===== config.mk =====
export PLATFORM = sky130hd
export DESIGN_NAME = dual_timer_counter
export DESIGN_NICKNAME = d
export VERILOG_FILES = /design/src/rtl/dual_timer_pkg.sv /design/src/rtl/mc_edge_sampler.sv /design/src/rtl/dual_timer_counter.sv
export SDC_FILE = /design/constraint.sdc
export NUM_CORES = 1
export LEC_CHECK = 0
export ABC_AREA = 0
export BUFFER_PORTS_ARGS = -buffer_cell sky130_fd_sc_hd__clkbuf_2
export CAP_MARGIN = 20
export CORE_UTILIZATION = 55
export DETAILED_ROUTE_END_ITERATION = 7
export PLACE_DENSITY = 0.89
export SYNTH_ARGS = -nofsm -noshare
export SYNTH_HDL_FRONTEND = slang
export SYNTH_SLANG_ARGS = --single-unit

===== constraint.sdc =====
create_clock -name mclk -period 3.26 [get_ports mclk]
set_input_delay 0.326 -clock mclk [delete_from_list [all_inputs] [get_ports mclk]]
set_output_delay 0.326 -clock mclk [all_outputs]
set_load 0.005 [all_outputs]

===== src/rtl/dual_timer_pkg.sv =====
// Package for the dual timer/counter: mode codes, bit positions, timing constants and carrier structs.
// Assumes the CPU clock is the block clock and that software registers live outside this block.
package dual_timer_pkg;

  localparam int unsigned CPU_CLKS_PER_MC      = 6;
  localparam int unsigned CPU_CLKS_PER_MC_SLOW = 12;

  localparam logic [1:0] MODE_13BIT  = 2'h0;
  localparam logic [1:0] MODE_16BIT  = 2'h1;
  localparam logic [1:0] MODE_RELOAD = 2'h2;
  localparam logic [1:0] MODE_SPLIT  = 2'h3;

  // Timer mode register layout, timer 1 in the high nibble.
  localparam int unsigned GATE1_BIT    = 7;
  localparam int unsigned CTSEL1_BIT   = 6;
  localparam int unsigned MODE1_HI_BIT = 5;
  localparam int unsigned MODE1_LO_BIT = 4;
  localparam int unsigned GATE0_BIT    = 3;
  localparam int unsigned CTSEL0_BIT   = 2;
  localparam int unsigned MODE0_HI_BIT = 1;
  localparam int unsigned MODE0_LO_BIT = 0;

  localparam logic [7:0] BYTE_ZERO  = 8'h00;
  localparam logic [7:0] BYTE_ONES  = 8'hFF;
  localparam logic [4:0] LOW13_ONES = 5'h1F;
  localparam logic [4:0] LOW13_ZERO = 5'h00;

  typedef struct packed {
    logic [7:0] high;
    logic [7:0] low;
  } count_pair_t;

  typedef struct packed {
    logic       write_high;
    logic       write_low;
    logic [7:0] data;
  } count_write_t;

endpackage


===== src/rtl/mc_edge_sampler.sv =====
// Pin sampler: two-flop synchroniser, then a machine-cycle sample and falling-edge detect.
// Assumes mc_tick is a one-cycle pulse on mclk at the machine-cycle rate.
`timescale 1ns/1ns
`default_nettype none
module mc_edge_sampler (
  input  wire logic mclk,
  input  wire logic reset_n,
  input  wire logic mc_tick,
  input  wire logic pin,
  output logic      level,
  output logic      fall
);

  logic meta;
  logic sync;
  logic sample;
  logic next_sample;
  logic next_fall;

  always_comb begin
    next_sample = sample;
    next_fall   = 1'b0;
    if (mc_tick) begin
      next_sample = sync;
      next_fall   = sample & ~sync;
    end
  end

  // Pin synchronised before use.
  always_ff @(posedge mclk or negedge reset_n) begin
    if (!reset_n) begin
      meta   <= 1'b0;
      sync   <= 1'b0;
      sample <= 1'b0;
      fall   <= 1'b0;
    end else begin
      meta   <= pin;
      sync   <= meta;
      sample <= next_sample;
      fall   <= next_fall;
    end
  end

  assign level = sync;

endmodule
`default_nettype wire


===== src/rtl/dual_timer_counter.sv =====
// Two timer/counters with four modes, external gating and overflow toggle outputs.
// Assumes software drives the mode and control bits and the count writes; pins are asynchronous.
`timescale 1ns/1ns
`default_nettype none
module dual_timer_counter (
  input  wire logic                         mclk,
  input  wire logic                         reset_n,
  input  wire logic                         clock_halving_option,
  input  wire logic [7:0]                   timer_mode_reg,
  input  wire logic                         run_bit_zero,
  input  wire logic                         run_bit_one,
  input  wire logic                         toggle_out_en_zero,
  input  wire logic                         toggle_out_en_one,
  input  wire dual_timer_pkg::count_write_t write_zero,
  input  wire dual_timer_pkg::count_write_t write_one,
  input  wire logic                         clear_flag_zero,
  input  wire logic                         clear_flag_one,
  input  wire logic                         count_pin_zero,
  input  wire logic                         count_pin_one,
  input  wire logic                         gate_pin_zero,
  input  wire logic                         gate_pin_one,
  output dual_timer_pkg::count_pair_t       count_zero,
  output dual_timer_pkg::count_pair_t       count_one,
  output logic                              overflow_flag_zero,
  output logic                              overflow_flag_one,
  output logic                              baud_overflow_one,
  output logic                              toggle_pin_zero,
  output logic                              toggle_pin_one,
  output logic                              toggle_oe_zero,
  output logic                              toggle_oe_one
);

  localparam logic [3:0] MC_LAST_FAST = 4'(dual_timer_pkg::CPU_CLKS_PER_MC - 1);
  localparam logic [3:0] MC_LAST_SLOW = 4'(dual_timer_pkg::CPU_CLKS_PER_MC_SLOW - 1);

  typedef enum logic [1:0] {
    TOG_IDLE   = 2'b01,
    TOG_ACTIVE = 2'b10
  } tog_state_t;

  logic [3:0]  prescale;
  logic [3:0]  next_prescale;
  logic        mc_tick;
  logic        next_mc_tick;
  logic        fall0;
  logic        fall1;
  logic        gate0_meta;
  logic        gate0_sync;
  logic        gate1_meta;
  logic        gate1_sync;

  logic [1:0]  mode0;
  logic [1:0]  mode1;
  logic        en0;
  logic        en1;
  logic        en_split_high;
  logic        inc0;
  logic        inc1;
  logic        ovf0;
  logic        ovf1;
  logic        ovf_split_high;

  dual_timer_pkg::count_pair_t next_count_zero;
  dual_timer_pkg::count_pair_t next_count_one;
  logic        next_flag_zero;
  logic        next_flag_one;
  logic        next_baud_one;
  tog_state_t  tog0_state;
  tog_state_t  tog1_state;
  tog_state_t  next_tog0_state;
  tog_state_t  next_tog1_state;
  logic        next_toggle_zero;
  logic        next_toggle_one;

  // Machine-cycle divider: 6 clocks, or 12 with the halving option.
  // Halving option period.
  always_comb begin
    next_prescale = prescale + 4'h1;
    next_mc_tick  = 1'b0;
    if (prescale >= (clock_halving_option ? MC_LAST_SLOW : MC_LAST_FAST)) begin
      next_prescale = 4'h0;
      next_mc_tick  = 1'b1;
    end
  end

  always_ff @(posedge mclk or negedge reset_n) begin
    if (!reset_n) begin
      prescale <= 4'h0;
      mc_tick  <= 1'b0;
    end else begin
      prescale <= next_prescale;
      mc_tick  <= next_mc_tick;
    end
  end

  mc_edge_sampler u_sample0 (
    .mclk    (mclk),
    .reset_n (reset_n),
    .mc_tick (mc_tick),
    .pin     (count_pin_zero),
    .level   (),
    .fall    (fall0)
  );

  mc_edge_sampler u_sample1 (
    .mclk    (mclk),
    .reset_n (reset_n),
    .mc_tick (mc_tick),
    .pin     (count_pin_one),
    .level   (),
    .fall    (fall1)
  );

  always_ff @(posedge mclk or negedge reset_n) begin
    if (!reset_n) begin
      gate0_meta <= 1'b0;
      gate0_sync <= 1'b0;
      gate1_meta <= 1'b0;
      gate1_sync <= 1'b0;
    end else begin
      gate0_meta <= gate_pin_zero;
      gate0_sync <= gate0_meta;
      gate1_meta <= gate_pin_one;
      gate1_sync <= gate1_meta;
    end
  end

  assign mode0 = {timer_mode_reg[dual_timer_pkg::MODE0_HI_BIT], timer_mode_reg[dual_timer_pkg::MODE0_LO_BIT]};
  assign mode1 = {timer_mode_reg[dual_timer_pkg::MODE1_HI_BIT], timer_mode_reg[dual_timer_pkg::MODE1_LO_BIT]};

  // Split mode gives timer one's run bit to the high byte of timer zero.
  always_comb begin
    en0 = run_bit_zero & (~timer_mode_reg[dual_timer_pkg::GATE0_BIT] | gate0_sync);
    en1 = (run_bit_one | (mode0 == dual_timer_pkg::MODE_SPLIT))
          & (~timer_mode_reg[dual_timer_pkg::GATE1_BIT] | gate1_sync)
          & (mode1 != dual_timer_pkg::MODE_SPLIT);
    en_split_high = run_bit_one & (mode0 == dual_timer_pkg::MODE_SPLIT);
    inc0 = en0 & (timer_mode_reg[dual_timer_pkg::CTSEL0_BIT] ? fall0 : mc_tick);
    inc1 = en1 & (timer_mode_reg[dual_timer_pkg::CTSEL1_BIT] ? fall1 : mc_tick);
  end

  // Timer zero count path.
  always_comb begin
    next_count_zero = count_zero;
    ovf0            = 1'b0;
    ovf_split_high  = 1'b0;
    if (inc0) begin
      case (mode0)
        dual_timer_pkg::MODE_13BIT: begin
          next_count_zero.low[4:0] = count_zero.low[4:0] + 5'h1;
          if (count_zero.low[4:0] == dual_timer_pkg::LOW13_ONES) begin
            next_count_zero.high = count_zero.high + 8'h1;
            ovf0 = (count_zero.high == dual_timer_pkg::BYTE_ONES);
          end
        end
        dual_timer_pkg::MODE_16BIT: begin
          next_count_zero = count_zero + 16'h1;
          ovf0 = (count_zero == {dual_timer_pkg::BYTE_ONES, dual_timer_pkg::BYTE_ONES});
        end
        dual_timer_pkg::MODE_RELOAD: begin
          next_count_zero.low = count_zero.low + 8'h1;
          if (count_zero.low == dual_timer_pkg::BYTE_ONES) begin
            next_count_zero.low = count_zero.high;
            ovf0 = 1'b1;
          end
        end
        dual_timer_pkg::MODE_SPLIT: begin
          next_count_zero.low = count_zero.low + 8'h1;
          ovf0 = (count_zero.low == dual_timer_pkg::BYTE_ONES);
        end
        default: next_count_zero = count_zero;
      endcase
    end
    if (en_split_high && mc_tick) begin
      next_count_zero.high = count_zero.high + 8'h1;
      ovf_split_high = (count_zero.high == dual_timer_pkg::BYTE_ONES);
    end
    if (write_zero.write_high) begin
      next_count_zero.high = write_zero.data;
    end
    if (write_zero.write_low) begin
      next_count_zero.low = write_zero.data;
    end
  end

  // Timer one count path; split mode is treated as stopped.
  always_comb begin
    next_count_one = count_one;
    ovf1           = 1'b0;
    if (inc1) begin
      case (mode1)
        dual_timer_pkg::MODE_13BIT: begin
          next_count_one.low[4:0] = count_one.low[4:0] + 5'h1;
          if (count_one.low[4:0] == dual_timer_pkg::LOW13_ONES) begin
            next_count_one.high = count_one.high + 8'h1;
            ovf1 = (count_one.high == dual_timer_pkg::BYTE_ONES);
          end
        end
        dual_timer_pkg::MODE_16BIT: begin
          next_count_one = count_one + 16'h1;
          ovf1 = (count_one == {dual_timer_pkg::BYTE_ONES, dual_timer_pkg::BYTE_ONES});
        end
        dual_timer_pkg::MODE_RELOAD: begin
          next_count_one.low = count_one.low + 8'h1;
          if (count_one.low == dual_timer_pkg::BYTE_ONES) begin
            next_count_one.low = count_one.high;
            ovf1 = 1'b1;
          end
        end
        default: next_count_one = count_one;
      endcase
    end
    if (write_one.write_high) begin
      next_count_one.high = write_one.data;
    end
    if (write_one.write_low) begin
      next_count_one.low = write_one.data;
    end
  end

  // Timer one flag taken in split mode.
  always_comb begin
    next_flag_zero = ovf0 | (overflow_flag_zero & ~clear_flag_zero);
    if (mode0 == dual_timer_pkg::MODE_SPLIT) begin
      next_flag_one = ovf_split_high | (overflow_flag_one & ~clear_flag_one);
    end else begin
      next_flag_one = ovf1 | (overflow_flag_one & ~clear_flag_one);
    end
    next_baud_one = ovf1;
  end

  always_comb begin
    next_tog0_state  = tog0_state;
    next_tog1_state  = tog1_state;
    next_toggle_zero = toggle_pin_zero;
    next_toggle_one  = toggle_pin_one;
    case (tog0_state)
      TOG_IDLE: begin
        next_toggle_zero = 1'b1;
        if (toggle_out_en_zero) next_tog0_state = TOG_ACTIVE;
      end
      TOG_ACTIVE: begin
        if (!toggle_out_en_zero) begin
          next_tog0_state  = TOG_IDLE;
          next_toggle_zero = 1'b1;
        end else if (ovf0) begin
          next_toggle_zero = ~toggle_pin_zero;
        end
      end
      default: next_tog0_state = TOG_IDLE;
    endcase
    case (tog1_state)
      TOG_IDLE: begin
        next_toggle_one = 1'b1;
        if (toggle_out_en_one) next_tog1_state = TOG_ACTIVE;
      end
      TOG_ACTIVE: begin
        if (!toggle_out_en_one) begin
          next_tog1_state = TOG_IDLE;
          next_toggle_one = 1'b1;
        end else if (ovf1) begin
          next_toggle_one = ~toggle_pin_one;
        end
      end
      default: next_tog1_state = TOG_IDLE;
    endcase
  end

  always_ff @(posedge mclk or negedge reset_n) begin
    if (!reset_n) begin
      count_zero         <= '0;
      count_one          <= '0;
      overflow_flag_zero <= 1'b0;
      overflow_flag_one  <= 1'b0;
      baud_overflow_one  <= 1'b0;
      tog0_state         <= TOG_IDLE;
      tog1_state         <= TOG_IDLE;
      toggle_pin_zero    <= 1'b1;
      toggle_pin_one     <= 1'b1;
      toggle_oe_zero     <= 1'b0;
      toggle_oe_one      <= 1'b0;
    end else begin
      count_zero         <= next_count_zero;
      count_one          <= next_count_one;
      overflow_flag_zero <= next_flag_zero;
      overflow_flag_one  <= next_flag_one;
      baud_overflow_one  <= next_baud_one;
      tog0_state         <= next_tog0_state;
      tog1_state         <= next_tog1_state;
      toggle_pin_zero    <= next_toggle_zero;
      toggle_pin_one     <= next_toggle_one;
      toggle_oe_zero     <= toggle_out_en_zero;
      toggle_oe_one      <= toggle_out_en_one;
    end
  end

endmodule
`default_nettype wire


Word-level counts from Yosys, hierarchy flattened
Cells that the tools add are included.
W data, S select, Z words.
{"block": "totals", "ff_bits": 60, "latch_bits": 0, "ram_bits": 0, "rom_bits": 0, "input_bits": 41, "output_inout_bits": 39, "wordCells": 158, "mem_count": 0}
{"block": "classes", "add_sub_neg": 9, "multipliers": 0, "div_mod_pow": 0, "n_lt_le_gt_ge": 1, "eq_ne": 26, "shift": 0, "n_mux": 46, "n_bitwise": 24, "n_reduce_logical": 23}
{"op": "$mux W8", "n": 9}
{"op": "$add A16 B1 Y16 const B", "n": 2}
{"op": "$add A8 B1 Y8 const B", "n": 4}
{"op": "$eq A16 B16 Y1 const B", "n": 2}
{"op": "$eq A8 B8 Y1 const B", "n": 4}
{"op": "$mux W16", "n": 2}
{"op": "$pmux W8 S2", "n": 2}
{"op": "$pmux W5 S4", "n": 1}
{"op": "$mux W1", "n": 17}
{"op": "$pmux W5 S3", "n": 1}
{"op": "$reduce_and A2 Y1", "n": 7}
{"op": "$reduce_bool A4 Y1", "n": 3}
{"op": "$add A5 B1 Y5 const B", "n": 2}
{"op": "$and A1 B1 Y1", "n": 10}
{"op": "$eq A2 B2 Y1 const B", "n": 5}
{"op": "$eq A5 B5 Y1 const B", "n": 2}
{"op": "$ne A2 B2 Y1 const B", "n": 5}
{"op": "$reduce_bool A2 Y1", "n": 5}
{"op": "$ne A3 B3 Y1 const B", "n": 3}
{"op": "$pmux W3 S3", "n": 1}
{"op": "$reduce_bool A3 Y1", "n": 3}
{"op": "$eq A2 B1 Y1 const B", "n": 4}
{"op": "$mux W2", "n": 4}
{"op": "$mux W4", "n": 2}
{"op": "13 further kinds", "n": 29}

Depth between registers and ports, before layout
{"block": "logic_depth", "depth_word": 9, "mapped_depth": 9, "depth_no_buf": 9}

By module
Synthesis repeated with hierarchy kept, for this count alone.
{"block": "unflattened", "cells_unflattened": 382, "area_unflattened_um2": 3583.4}
{"module": "dual_timer_counter", "n_inst": 1, "cells_each": 370, "area_per_inst_um2": 3333.2, "seq_area_each_um2": 1306.3}
{"module": "mc_edge_sampler", "n_inst": 2, "cells_each": 6, "area_per_inst_um2": 125.1, "seq_area_each_um2": 100.1}

Worst setup path after synthesis
OpenSTA, ideal clock, no wires.
{"block": "synth_timing", "kind": "reg2reg", "start": "register count_one[0] in the netlist's numbering", "end": "register count_one[15] in the netlist's numbering", "setup_time_ps": 125, "arrival_time_ps": 2029, "t_required_ps": 3135, "setup_slack_ps": 1106, "stages_incl_launch_ff": 10, "n_path_buf": 0, "synth_period_minus_slack_ps": 2154, "cell_sequence": "dfrtp_1 -> ha_1 -> nand2_1 -> nor2_1 -> ha_1 -> mux2_2 -> nand4_1 -> nor4_1 -> xor2_1 -> mux2_2"}
{"block": "synth_between", "elab_chain_len": 4, "elab_cells_between_ends": 7, "cone_classes": "add/sub (1); eq/ne (2); mux (3); reduce/logical (1)"}
{"item": "from (decl)", "line": "dual_timer_counter.sv:23", "source": "output dual_timer_pkg::count_pair_t count_one,"}
{"item": "from (signal assigned)", "line": "dual_timer_counter.sv:284", "source": "count_one <= next_count_one;"}
{"item": "$add A16 B1 Y16", "line": "dual_timer_counter.sv:200", "source": "next_count_one = count_one + 16'h1;"}
{"item": "$pmux W8 S2", "line": "dual_timer_counter.sv:191", "source": "case (mode1)"}
{"item": "$mux W16", "line": "dual_timer_counter.sv:190", "source": "if (inc1) begin"}
{"item": "$mux W8", "line": "dual_timer_counter.sv:213", "source": "if (write_one.write_high) begin"}
Parallel ways exist; a longest one is shown, timed or not. The select of a mux whose other input is x is not followed.
A chain may end at the register's enable or synchronous reset.

Worst setup path in the final report
Ends and elaborated chain as after synthesis.

==> key figures <==
Status
  • Status: complete, no violations

Route
  • Mean routed wirelength per cell: 16.61 um
  • DRT Pass-1 Iters: 5
  • Final WL: 9.121 mm
  • DRC viols: 0
  • Post-DRT Antenna Nets: 0
  • Vias per cell: 6.157
  • Initial DRC Count: 316
  • Vias after detailed routing: 3380

Synthesis
  • Sequential-to-total area share from yosys stat: 42.17%
  • Ys async rst share: 100.0%
  • Register bit total from synthesis: 60
  • Yosys cell types: 53
  • Cells after Synth: 383
  • Synth warnings: 0
  • Largest area contributor in the netlist: dfrtp_1
  • Post-synth EDFFs: 0
  • Most instantiated cells after synthesis: 56 x dfrtp_1, 37 x nand2_1, 29 x o21ai_0
  • Most frequent cell after synthesis: dfrtp_1
  • Avg Synthesized Cell Area: 9.327 um^2
  • Cell area after synthesis: 0.003572 mm^2
  • Most area-consuming cells after synthesis: dfrtp_1 39%, ha_1 6.7%, o21ai_0 4.1%
  • Primary FF master, synth: dfrtp_1
  • Top-area cell type share of the netlist area: 39.23%
  • Syn Nets: 443

Power and ir drop
  • Power Density: 521.7 mW/mm^2
  • Maximum vdd drop: 0.4511 mV
  • Pwr Total: 2.204 mW
  • Leak: 1.982 nW

Clock network
  • Post-CTS Setup Repair Bufs: 0
  • TritonCTS buffer count: 9
  • CTS Root Cell: clkbuf_8
  • Worst-path clk slew: 0.08 ns
  • Post-CTS sizing: 0
  • CTS tree: done
  • Maximum clock insertion buffer count: 2
  • Hold-fix buffers at CTS: 0
  • H-tree lvl count: 3
  • Worst skew pair latency: 0.34 ns
  • Clock sink count: 60

Global route
  • Vias in the first global route: 3162
  • Antenna violations before repair: 0
  • First-pass GRT wire length: 14.84 mm
  • GRT Util Overall: 29.47%
  • Total global routing overflow: 0
  • Largest net degree at the start of global routing: 61

Floorplan
  • Std-Cell Rows: 28
  • I/O pin total: 80
  • Chip width: 82.59 um
  • Die area: 0.006821 mm^2
  • Die H: 82.59 um
  • Starting Density: 58.60%
  • Core box area: 0.006096 mm^2

Critical path
  • Critical path cell sequence: ha_1 > nand2_1 > nor2_1 > ha_1 > mux2_2 > nand4_1 > nor4_1 > xor2_1 > mux2_2
  • Top delay family on crit path: simple AND/OR/NAND/NOR gates
  • Kind of critical path: reg2reg
  • Worst setup SP type: flop
  • Slowest cell delay on critical path: 0.45 ns
  • Worst path arrival time: 2.66 ns
  • CP required: 3.50 ns
  • CP max-delay cell: dfrtp_1
  • CP Capture Type: flop
  • Worst-path maximum fanout: 8
  • CP bufs+invs: 0

Timing
  • Fmax: 412.7 MHz
  • Final period utilization: 74.32%
  • Hold Fails Final Rpt: 0
  • Fin Setup TNS: 0 ns
  • Minimum clock period: 2.423 ns
  • Max-slew violations: 0
  • RSZ-0062 raised after global routing: false
  • Slew @ Worst Pin: 0.8489 ns
  • Setup-failing EPs final: 0
  • Final setup skew: 0.01176 ns
  • Max_slew headroom: 42.97%

Place
  • Hpwl dp: 6.885 mm
  • Buffers added on ports: 79
  • Gpl congestion: 0.9842

Final layout
  • Layout cells sized above 1: 24.68%
  • N_diodes: 0
  • Multi-input logic area: 0.001926 mm^2
  • FILL cells: 495
  • P&R area growth vs syn: 18.25%
  • Register area: 0.001506 mm^2
  • Nets: 529

Run
  • Max Cap Viol: 0

Worst hold path
  • HP Class: in2reg
-- worst paths after layout --
path	to	start	slack [ns]	cells past startpoint
max	count_one[15]$_DFFE_PN0P_	count_one[0]$_DFFE_PN0P_	0.84	9
min	gate1_meta$_DFF_PN0_	gate_pin_one	0.08	1
max reg2reg	count_one[15]$_DFFE_PN0P_	count_one[0]$_DFFE_PN0P_	0.84	9
min reg2reg	u_sample0.level$_DFF_PN0_	u_sample0.meta$_DFF_PN0_	0.35	0
max in group asynchronous	mc_tick$_DFF_PN0_	reset_n	2.62	2
min in group asynchronous	count_zero[13]$_DFFE_PN0P_	reset_n	0.10	2
-- kinds of logic (layout without fill, tap and decap cells) --
logic type | Yosys count | in the layout | synth area share [%]
compound gates | 95 | 95 | 18.11
xor+xnor | 18 | 18 | 4.413
mux | 13 | 13 | 3.958
fa+ha+maj | 19 | 19 | 6.655
simple gates | 143 | 143 | 20.77
buf+inv | 35 | 126 | 3.923
flops | 60 | 60 | 42.17
-- sequential cells by signal (all words and copies together), names as in the netlist, 2 cells and up --
signal and flops:
count_one 16, count_zero 16, prescale 4, tog0_state 2
tog1_state 2
-- metrics by stage --
step	util, %	hold slack (ns)	area (um^2)	worst slack [ns]	instances
global route	69.29	0.07251	4224	0.6033	549
floorplan	-	0.03041	3572	1.106	383
global placement	66.42	0.3324	4049	0.9928	533
detailed placement	66.42	0.3347	4049	0.8714	533
CTS	69.29	0.07516	4224	0.8592	549
finish	69.29	0.08293	4224	0.8372	549
-- area by class of cell --
cell class | count | area share, %
Clock buffer | 9 | 2.932
Inverter | 28 | 2.488
Clock inverter | 7 | 1.214
Timing Repair Buffer | 82 | 9.893
Sequential cell | 60 | 35.66
Tap cell | 75 | 2.222
Multi-Input combinational cell | 288 | 45.59
-- cell usage in the layout (no fill, tap or decap), types with 4 or more instances in the layout --
| master | netlist | final |
|---|---|---|
| clkbuf_2 | 0 | 79 |
| dfrtp_1 | 56 | 56 |
| nand2_1 | 37 | 37 |
| o21ai_0 | 29 | 29 |
| inv_1 | 27 | 27 |
| nor2_1 | 24 | 24 |
| ha_1 | 19 | 19 |
| nor3_1 | 16 | 16 |
| nand3_1 | 15 | 15 |
| nand4_1 | 12 | 12 |
| xor2_1 | 12 | 12 |
| a21oi_1 | 11 | 11 |
| a31oi_1 | 11 | 11 |
| clkbuf_8 | 0 | 9 |
| and3_1 | 8 | 8 |
| a221oi_1 | 7 | 7 |
| nand2b_1 | 6 | 6 |
| xnor2_1 | 6 | 6 |
| or3_1 | 6 | 6 |
| mux2i_1 | 6 | 6 |
| mux2_2 | 6 | 6 |
| a22oi_1 | 6 | 6 |
| nor4_1 | 5 | 5 |
| o22ai_1 | 4 | 4 |
| dfstp_2 | 4 | 4 |
-- metal layers --
layer | up-vias | wire (um) | part of all wire, % | global-route usage, %
met1 | 1592 | 4041 | 44 | 41.15
met3 | 38 | 631 | 6.9 | 4.835
li1 | 1586 | - | - | -
met2 | 164 | 4151 | 46 | 44.46
met4 | 0 | 296 | 3.2 | 14.14
met5 | - | 0 | 0 | 0
-- power breakdown --
| group | switching, mW | internal (mW) | total, mW | leakage [nW] |
|---|---|---|---|---|
| combinational | 0.301 | 0.255 | 0.556 | 1.18 |
| sequential | 0.160 | 0.881 | 1.04 | 0.714 |
| clock | 0.329 | 0.277 | 0.607 | 0.0856 |
| total | 0.790 | 1.41 | 2.20 | 1.98 |
Power figures use the tool's default switching activity.
